File: config.mk
export PLATFORM = sky130hd
export DESIGN_NAME = antenna_phase_sampling_timer
export DESIGN_NICKNAME = d
export VERILOG_FILES = /design/src/logic/phase_timer_pkg.sv /design/src/logic/antenna_phase_sampling_timer.sv
export VERILOG_INCLUDE_DIRS = /design/src /design/src/logic
export SDC_FILE = /design/constraint.sdc
export NUM_CORES = 1
export LEC_CHECK = 0
export BUFFER_PORTS_ARGS = -buffer_cell sky130_fd_sc_hd__buf_2
export CAP_MARGIN = 25
export CORE_MARGIN = 10
export CORE_UTILIZATION = 47
export DETAILED_ROUTE_END_ITERATION = 10
export GPL_TIMING_DRIVEN = 0
export PLACE_DENSITY = 0.73
export SYNTH_ARGS = -nofsm -noshare
export SYNTH_HDL_FRONTEND = slang
export SYNTH_SLANG_ARGS = --single-unit
File: constraint.sdc
create_clock -name ref_clk -period 1.8 [get_ports ref_clk]
set_clock_uncertainty 0.1 [all_clocks]
set_input_delay 0.18 -clock ref_clk [delete_from_list [all_inputs] [get_ports ref_clk]]
set_output_delay 0.18 -clock ref_clk [all_outputs]
set_load 0.01 [all_outputs]
File: src/logic/phase_timer_regs.svh
// Purpose: Constants for the antenna phase sampling timer
// Assumes: ref_clk at 40 MHz
// Notes:   Timing counts derive from the clock and step periods
//
// What this block does
// Measurement unit runs continuously, valid after settling
// Measure driver fall to detector fall
// 64 steps of 125 ns, 6 bit result
// Value is negated phase, 40h per turn
// Phase read returns latest measurement
// Controller computes twice measurement plus offset, masked
// Controller writes separate sampling-time register
// Default offset constant is 3Fh
// Controller runs computation after settling
// Optimisation may rerun any time
// Offsets outside 3Eh..0h are suspect
// Calibration sweeps all 64 offsets
// Maxima lie 10h from minima
// Choose maximum within 30h..0..10h
// Sampling referenced to driver falling edge
// Pulse when step counter equals sampling time
// New sampling time applies at period boundary
`ifndef PHASE_TIMER_REGS_SVH
`define PHASE_TIMER_REGS_SVH
// Clock period and step width in picoseconds
`define CLK_PERIOD_PS 25000
`define STEP_TIME_PS  125000
// Clock cycles per 125 ns step (rounded down; a zero result is rejected by the module's check)
`define STEP_CYCLES   (`STEP_TIME_PS / `CLK_PERIOD_PS)
// Steps per carrier period
`define STEPS_PER_TURN 64
// Reset values
`define PHASE_RESET   6'h00
`define SAMPLE_RESET  6'h00
`endif

File: src/logic/phase_timer_pkg.sv
// Purpose: Types for the antenna phase sampling timer
// Assumes: Nothing
// Notes:   Constants live in the header
package phase_timer_pkg;
   // Six-bit step value over one carrier period
   typedef logic [5:0] step_t;
endpackage

File: src/logic/antenna_phase_sampling_timer.sv
// Purpose: Phase measurement and sample pulse placement
// Assumes: ref_clk 40 MHz; driver and detector are asynchronous pins
// Notes:   Sampling time command accepted any time, applied at boundary
`timescale 1ns/1ps
`default_nettype none
`include "phase_timer_regs.svh"
module antenna_phase_sampling_timer #(
   parameter int STEP_CYC = `STEP_CYCLES
) (
   input  wire logic              ref_clk,
   input  wire logic              sys_rst,
   input  wire logic              antenna_driver_out,
   input  wire logic              zero_cross_in,
   input  wire logic              phase_read_cmd,
   input  wire logic              sample_write_cmd,
   input  wire phase_timer_pkg::step_t sample_time_in,
   output logic                   phase_read_valid,
   output phase_timer_pkg::step_t phase_read_data,
   output phase_timer_pkg::step_t sample_time_active,
   output logic                   sample_hold_pulse
);

   // The divider is eight bits wide: a step must last 1 to 256 cycles
   if (STEP_CYC < 1 || STEP_CYC > 256) begin : step_cyc_check
      $error("STEP_CYC must lie between 1 and 256");
   end

   ////////////////////////////////////////////////////////////////////////
   // Pin synchronisers
   logic [2:0] drv_sync_reg;   // Driver pin chain
   logic [2:0] zc_sync_reg;    // Detector pin chain
   logic       drv_state_reg;  // Accepted driver level
   logic       zc_state_reg;   // Accepted detector level

   // Three flops per pin; change accepted when last two agree
   always_ff @(posedge ref_clk or posedge sys_rst) begin
      if (sys_rst) begin
         drv_sync_reg  <= 3'h0;
         zc_sync_reg   <= 3'h0;
         drv_state_reg <= 1'b0;
         zc_state_reg  <= 1'b0;
      end else begin
         drv_sync_reg <= {drv_sync_reg[1:0], antenna_driver_out};
         zc_sync_reg  <= {zc_sync_reg[1:0], zero_cross_in};
         if (drv_sync_reg[1] == drv_sync_reg[2]) begin
            drv_state_reg <= drv_sync_reg[2];
         end
         if (zc_sync_reg[1] == zc_sync_reg[2]) begin
            zc_state_reg <= zc_sync_reg[2];
         end
      end
   end

   logic drv_prev_reg;  // Previous accepted driver level
   logic zc_prev_reg;   // Previous accepted detector level
   logic drv_fall;      // Driver falling edge
   logic zc_fall;       // Detector falling edge

   // Edge history
   always_ff @(posedge ref_clk or posedge sys_rst) begin
      if (sys_rst) begin
         drv_prev_reg <= 1'b0;
         zc_prev_reg  <= 1'b0;
      end else begin
         drv_prev_reg <= drv_state_reg;
         zc_prev_reg  <= zc_state_reg;
      end
   end

   // Falling edge from the previous and the present accepted level
   function automatic logic fall_edge(input logic prev_v, input logic now_v);
      return prev_v & ~now_v;
   endfunction

   assign drv_fall = fall_edge(drv_prev_reg, drv_state_reg);
   assign zc_fall  = fall_edge(zc_prev_reg, zc_state_reg);

   ////////////////////////////////////////////////////////////////////////
   // 125 ns step timebase, restarted on each driver fall
   logic [7:0] div_reg;   // Cycle count within one step
   logic       step_tick; // One-cycle step enable
   phase_timer_pkg::step_t step_reg;  // Steps since driver fall

   assign step_tick = (div_reg == 8'(STEP_CYC - 1));

   // Divider wraps every STEP_CYC cycles; step counter wraps modulo 64
   always_ff @(posedge ref_clk or posedge sys_rst) begin
      if (sys_rst) begin
         div_reg  <= 8'h00;
         step_reg <= 6'h00;
      end else if (drv_fall) begin
         div_reg  <= 8'h00;
         step_reg <= 6'h00;
      end else if (step_tick) begin
         div_reg  <= 8'h00;
         step_reg <= step_reg + 6'h01;
      end else begin
         div_reg <= div_reg + 8'h01;
      end
   end

   ////////////////////////////////////////////////////////////////////////
   // Phase capture: runs on every carrier period, no enable
   phase_timer_pkg::step_t phase_reg;  // Latest measurement

   // Detector fall stores elapsed steps, truncated, modulo 64
   always_ff @(posedge ref_clk or posedge sys_rst) begin
      if (sys_rst) begin
         phase_reg <= `PHASE_RESET;
      end else if (zc_fall) begin
         phase_reg <= step_reg;
      end
   end

   // Phase read answer one cycle after command
   always_ff @(posedge ref_clk or posedge sys_rst) begin
      if (sys_rst) begin
         phase_read_valid <= 1'b0;
         phase_read_data  <= 6'h00;
      end else begin
         phase_read_valid <= phase_read_cmd;
         if (phase_read_cmd) begin
            phase_read_data <= phase_reg;
         end
      end
   end

   ////////////////////////////////////////////////////////////////////////
   // Sampling time: pending copy, applied at period boundary
   phase_timer_pkg::step_t pend_reg;   // Last written value
   logic                   pend_flag;  // Write not yet applied

   // Write stores pending value; boundary moves it into use
   always_ff @(posedge ref_clk or posedge sys_rst) begin
      if (sys_rst) begin
         pend_reg           <= `SAMPLE_RESET;
         pend_flag          <= 1'b0;
         sample_time_active <= `SAMPLE_RESET;
      end else begin
         if (sample_write_cmd) begin
            pend_reg  <= sample_time_in;
            pend_flag <= 1'b1;
         end else if (drv_fall) begin
            pend_flag <= 1'b0;
         end
         if (drv_fall && pend_flag) begin
            sample_time_active <= pend_reg;
         end
      end
   end

   // Sample pulse registered from the first cycle of the matching step, so it appears one cycle later
   always_ff @(posedge ref_clk or posedge sys_rst) begin
      if (sys_rst) begin
         sample_hold_pulse <= 1'b0;
      end else begin
         sample_hold_pulse <= !drv_fall && (div_reg == 8'h00)
                              && (step_reg == sample_time_active);
      end
   end
endmodule
`default_nettype wire

# Word level (Yosys, flattened, before mapping)
# Index checks and enable logic that the tools add are counted.
[op_classes]
bitwise = 4
n_addsub = 2
mux = 6
eq_ne = 4
n_reduce_logical = 7
[ops]
columns = ["op", "count"]
rows = [
  ["2-to-1 mux 8 bit", 2],
  ["2-to-1 mux 6 bit", 2],
  ["adder 8 x 1 -> 8 bit, second input constant", 1],
  ["equality test 8 x 3 -> 1 bit, second input constant", 1],
  ["logical NOT 8 bit", 1],
  ["adder 6 x 1 -> 6 bit, second input constant", 1],
  ["equality test 6 bit", 1],
  ["nonzero test 2 bit", 2],
  ["logical AND 1 bit", 3],
  ["bitwise AND 1 bit", 2],
  ["equality test 1 bit", 2],
  ["2-to-1 mux 1 bit", 2],
  ["NOT 1 bit", 2],
  ["logical NOT 1 bit", 1],
]
[word_totals]
input_bits = 12
output_inout_bits = 14
reg_bits = 51
wordCells = 38

# Depth between registers and ports, before layout
# Gate-level depths: netlist of the first run.
[depth]
word_depth = 5
depth_mapped = 5

# Worst setup path before layout of the first run
# OpenSTA, ideal clock, no wires.
[synth_path]
kind = "register -> register"
start = "register div_reg[4]"
end = "register step_reg[3]"
stages_incl_launch_ff = 5
slack_ns = -0.016
t_arrival_ns = 1.638
t_required_ns = 1.622
synth_period_minus_slack_ns = 1.816
path_cell_list = "dfrtp_1 or4_1 buf_2 or4_1 a21oi_1"
[synth_between]
elab_chain_cells = 2
[synth_lines]
columns = ["element", "line_no", "source"]
rows = [
  ["start: declaration", "antenna_phase_sampling_timer.sv:80", "logic [7:0] div_reg;"],
  ["start signal: assignment", "antenna_phase_sampling_timer.sv:98", "div_reg <= div_reg + 8'h01;"],
  ["equality test 8 x 3 -> 1 bit", "antenna_phase_sampling_timer.sv:84", "assign step_tick = (div_reg == 8'(STEP_CYC - 1));"],
  ["nonzero test 2 bit (no line)", "-", ""],
  ["end signal: assignment", "antenna_phase_sampling_timer.sv:96", "step_reg <= step_reg + 6'h01;"],
  ["end: declaration", "antenna_phase_sampling_timer.sv:82", "phase_timer_pkg::step_t step_reg;"],
]
# No other way between the ends.
# A chain may end at the register's enable or synchronous reset.

# Worst setup path in the final report of the first run
[layout_path]
start = "register div_reg[5]"
end = "register step_reg[4]"
# Same word-level chain as after synthesis.

==> results of run 1 <==
## critical path, stage by stage (launching register included)
cell,delay (ps)
dfrtp_1,400
or4_4,600
or4_4,510
a21oi_2,150
## stage by stage
| stage | instance area, um2 | worst slack (ps) | TNS [ps] | hold slack, ps | util |
|---|---|---|---|---|---|
| after floorplan | 2070 | 0.623 | 0 | 111 | - |
| after global placement | 2250 | -304 | -15930 | 189 | 0.525 |
| after detailed placement | 2270 | -130 | -626 | 153 | 0.529 |
| after CTS | 2550 | -27.3 | -27.3 | 205 | 0.594 |
| after global routing | 2630 | -80.6 | -247 | 249 | 0.612 |
| final | 2630 | -16.2 | -16.2 | 237 | 0.612 |
## final cells by class
class | instances | area [um2]
fillers | 344 | 1670
well taps | 52 | 65.1
clock buffers | 6 | 82.6
flip-flops and latches | 51 | 1280
plain buffers | 5 | 23.8
clock inverters | 2 | 35.0
multi-input cells | 109 | 830
inverters | 5 | 18.8
repair buffers | 42 | 293
## power by group
| part | switching (mW) | internal, mW |
|---|---|---|
| logic | 0.377 | 0.306 |
| clock network | 0.367 | 0.450 |
| registers | 0.140 | 1.31 |
| total | 0.884 | 2.06 |
## cell families (layout without fill, tap and decap cells)
family                     Yosys count  count (layout)
and+or+nand+nor                     55              55
DFF                                 51              51
AOI/OAI and AO/OA                   24              24
muxes                               18              18
buffers and inverters               11              60
xor gates and xnor gates             7               7
adders and majority gates            5               5
## routing by layer
metal | up-vias | part of all wire | global-route usage
met1 | 700 | 0.42 | 0.126
met5 | - | 0 | 0
met3 | 11 | 0.034 | 0.0366
met4 | 0 | 0.021 | 0.0545
met2 | 21 | 0.52 | 0.187
li1 | 689 | - | -
## path summary, 6_finish.rpt
| kind | startpoint | endpoint | cells after the start |
|---|---|---|---|
| min in group asynchronous | sys_rst | step_reg[2] | 3 |
| min | sample_write_cmd | pend_flag | 2 |
| min reg2reg | zc_sync_reg[0] | zc_sync_reg[1] | 0 |
| max in group asynchronous | sys_rst | sample_time_active[4] | 4 |
| max reg2reg | div_reg[5] | step_reg[4] | 3 |
| max | div_reg[5] | step_reg[4] | 3 |
## cell usage in the layout (no fill, tap or decap), drive strengths merged, types with 6 or more instances in the layout
master,Yosys,routed
xor2,7,7
nand2,24,24
a21oi,10,10
dlygate4sd3,0,10
buf,1,33
o21ai,6,6
dfrtp,51,51
mux2,18,18
clkbuf,5,10
## what timing repair did
item,4_1_cts,5_1_grt
endpoints found under the setup margin,13,12
endpoints found under the hold margin,32,0
pin swaps,8,8
setup buffers,3,4
hold buffers,10,0
gates resized for setup,10,15
==> flow_summary.ini, run 1 <==
[setup_path]
crit_path_end_kind = flop
r2r_setup_slack_ps = -20
start_kind = flop
critPathKind = flop to flop
crit_arrival_ps = 1960
worstPathMaxFanout = 7
crit_required_ps = 1940

[die]
dieWidth_um = 86.3
die-area_um2 = 7450
start_util = 0.482
core-area_um2 = 4290
die_h_um = 86.3
ios = 26
num_rows = 24

[synth]
synth_cells = 171
synth_top_family_by_area = simple AND/OR/NAND/NOR gates
synthTopCellsByCount = dfrtp_1, nand2_1, mux2_2, a21oi_1, xor2_1
synth_area_leaders = dfrtp_1, mux2_2, nand2_1, xor2_1, a21oi_1
synth_nets = 186
synthAdderAreaFrac = 0.0278
synth-async-reset-ratio = 1.00
yosysMostFrequentCell = dfrtp_1
synth_cell_types = 27
ys_seq_area_frac = 0.617
synth_edf_count = 0
synth_top_cell_by_area = dfrtp_1
ys.warnings.count = 0
ys_ff_latch = 51
synth.avg_cell_area_um2 = 12.1
synth_mux_area_frac = 0.0980
synth_compound_area_frac = 0.0678
synthSimpleGateAreaFrac = 0.139
synth_area_um2 = 2070
synth_top_area_share = 0.617
synthXorXnorAreaFrac = 0.0296
synth_ff_type = dfrtp_1

[global_routing]
grt_pass1_wl_um = 6800
track_usage = 0.112
antenna_found_initial = 0
grt_max_degree = 29
grt_overflow = 0
grt_pass1_vias = 1472

[finish]
layout.cells.non_filler = 272
antenna-diode-count = 0
largest_register_ffs = 8
fin_nets = 234
drive_gt1_frac = 0.345
area_growth_pct = 27.0

[power_and_ir_drop]
p_leak_nw = 1.23
pwr_density_cell_nw_per_um2 = 1120
total_power_mw = 2.95
ir_worst_vdd_mv = 0.478

[clock_network]
clockBufferDepth = 2
insertion_delay_ps = 310
cts.reportedPaths.clkPinSlew_ps = 90
numCtsBuffers = 5
htreeDepth = 2
cts_tree = done
numClockSinks = 51
root_buffer = clkbuf_8

[detailed_routing]
wl_per_cell_um = 15.7
drtIter0Drc = 45
dr_total_vias = 1421
drc = 0
antenna_left = 0
vias_per_cell = 5.22
wl_um = 4270
dr.pass1.iters = 4

[sta]
finalHoldViolCount = 0
worst_pin_slew_ps = 513
slew_violations = 0
max_freq_ghz = 0.551
setup_violations = 1
grt_setup_unrepaired = yes
slew_headroom = 0.657
fin_crit_ps = 1820
fin_crit_sh = 1.01
worst_slack_ps = -16.2

[run_status]
violations = setup timing
status = finished, violations left

[placement]
dp_cells = 248
dpl.hpwl_um = 2770
io_buffers = 24
routabilityCongestion = 0.781

[hold_path]
hp-class = primary input to flop

[flow_run]
maxCapViolations = 0
No activity file was read; power rests on OpenSTA's default activity.
==> run 2: changes to the inputs <==
ABC_AREA = 1   (was unset)
==> run 2 against run 1 <==
Against the previous run:
- the run now ends clean
- area after synthesis rose by 1.2%
- sequential power barely moved
- global-route usage fell by 0.54 points
- critical path depth rose by 2
- clock power fell by 22%
- non-clock buffer count fell by 3
- sequential cell count did not move
- fmax rose by 25%
- final area fell by 4.0%
- final cell count rose by 12%
- die area rose by 0.93%
- sequential share of layout area rose by 1.9 points
- critical path type is now primary input to flop
- highest routed layer unchanged
==> flow_summary.ini, run 2 <==
[clock_network]
htreeDepth = 2
numCtsBuffers = 5
root_buffer = clkbuf_8
cts_tree = done
numClockSinks = 51
clockBufferDepth = 2
cts_setup_buffers = 0
cts.reportedPaths.clkPinSlew_ps = 90
insertion_delay_ps = 300

[synth]
ys_ff_latch = 51
synthAdderAreaFrac = 0.0275
synth.avg_cell_area_um2 = 10.2
synth_area_um2 = 2090
synth_nets = 220
synth_area_leaders = dfrtp_1, nand2_1, inv_1, mux2_2, nor2_1
synth_compound_area_frac = 0.0789
synth_top_area_share = 0.610
synthTopCellsByCount = dfrtp_1, nand2_1, inv_1, nor2_1, o21ai_0
ys_seq_area_frac = 0.610
synthXorXnorAreaFrac = 0.0209
ys.warnings.count = 0
synth_ff_type = dfrtp_1
synth_cells = 205
synth_mux_area_frac = 0.0377
synth_edf_count = 0
synth_top_cell_by_area = dfrtp_1
yosysMostFrequentCell = dfrtp_1
synth-async-reset-ratio = 1.00
synth_top_family_by_area = simple AND/OR/NAND/NOR gates
synthSimpleGateAreaFrac = 0.173
synth_cell_types = 28

[power_and_ir_drop]
pwr_density_cell_nw_per_um2 = 1090
ir_worst_vdd_mv = 0.705
p_leak_nw = 1.27

[finish]
final_common_cell = dfrtp_1
fill_cells = 380
layout.cells.non_filler = 304
drive_gt1_frac = 0.222
antenna-diode-count = 0
layout_common_cells = dfrtp_1, nand2_1, buf_2
largest_register_ffs = 8
fin_nets = 266
area_growth_pct = 20.4

[global_routing]
track_usage = 0.107
grt_pass1_vias = 1523
grt_overflow = 0
grt_pass1_wl_um = 6560
antenna_found_initial = 0
grt_max_degree = 42

[die]
num_rows = 24
die-area_um2 = 7520
core-area_um2 = 4320
die_h_um = 86.7
dieWidth_um = 86.7
ios = 26
start_util = 0.484

[setup_path]
crit_required_ps = 1890
timing.critical_path.cells = dlygate4sd3_1, buf_2, nand2_1, o21ai_0, dlygate4sd3_1
start_kind = primary input
critPathKind = primary input to flop
r2r_cells = 7
crit_arrival_ps = 1540
path_delay_family = buffers and inverters
cp_common_cell = dlygate4sd3_1
slowest_stage = dlygate4sd3_1
critPathMaxStageDelay_ps = 560
path_buf_inv = 3
worstPathMaxFanout = 1
cp.depth = 5
crit_path_end_kind = flop

[sta]
worst_pin_slew_ps = 386
slew_headroom = 0.743
grt_setup_unrepaired = no
fin_crit_ps = 1450
max_freq_ghz = 0.689
slew_violations = 0
tns_ps = 0
setup_violations = 0
finalHoldViolCount = 0
fin_crit_sh = 0.806

[hold_path]
hp-class = primary input to async pin

[placement]
dpl.hpwl_um = 2630
routabilityCongestion = 0.804
dp_cells = 283
io_buffers = 25

[detailed_routing]
antenna_left = 0
wl_per_cell_um = 12.2
drtIter0Drc = 86
wl_um = 3720
vias_per_cell = 4.90
dr_total_vias = 1490
dr.pass1.iters = 4
drc = 0

[run_status]
status = completed

[flow_run]
maxCapViolations = 0
run 2: logic make-up (layout without fill, tap and decap cells):
logic type	count (synthesis)	after routing
buffers and inverters	27	74
adder cells (fa/ha/maj)	5	5
XOR/XNOR	5	5
AO/OA/AOI/OAI	29	29
flip-flops	51	51
multiplexers	7	7
AND/OR/NAND/NOR	81	81
run 2: worst paths after layout:
path	from	end	slack [ps]
min reg2reg	zc_sync_reg[0]	zc_sync_reg[1]	260
max reg2reg	div_reg[0]	step_reg[2]	360
min in group ref_clk	zc_sync_reg[0]	zc_sync_reg[1]	260
max	sample_time_in[3]	pend_reg[3]	350
max in group asynchronous	sys_rst	sample_hold_pulse	880
min	sys_rst	zc_sync_reg[1]	240
run 2: final cells by class:
class                      instances  area, um2  share of cell area
buffer                             5       23.8             0.00943
clock buffer                       5       68.8              0.0273
clock inverter                     3       18.8             0.00744
inverter                          22       85.1              0.0337
multi-input combinational        127        708               0.281
sequential                        51       1280               0.506
tap                               52       65.1              0.0258
timing repair buffer              39        275               0.109
run 2: stage by stage:
step	area (um2)	setup WS (ps)	hold WS [ps]	utilization	total power [mW]
3_3_place_gp	2280	-309	188	0.528	2.08
6_report	2520	350	235	0.583	2.74
3_5_place_dp	2300	369	28.5	0.533	2.11
4_1_cts	2520	346	241	0.583	2.77
2_1_floorplan	2090	290	111	-	1.90
5_1_grt	2520	243	260	0.583	2.95
run 2: worst register-to-register path, cell delays in order (launching register included):
cell	delay, ps
dfrtp_1	420
inv_1	70
ha_1	190
nand3_2	130
nor2_4	220
nor2_4	80
nand2_1	80
o21ai_2	50
run 2: power breakdown:
| part | total, mW | internal (mW) | switching (mW) |
|---|---|---|---|
| logic | 0.641 | 0.281 | 0.361 |
| clock network | 0.641 | 0.274 | 0.368 |
| registers | 1.46 | 1.32 | 0.139 |
| total | 2.74 | 1.87 | 0.867 |
run 2: timing repair:
item,in CTS,in global routing
gates resized for setup,0,0
hold buffers,13,0
hold endpoints to repair,19,0
run 2: metal layers:
metal,global-route usage,up-vias,share of wire
li1,-,752,-
met1,0.123,697,0.46
met2,0.175,36,0.47
met3,0.0441,5,0.061
met4,0.0353,0,0.014
met5,0,-,0
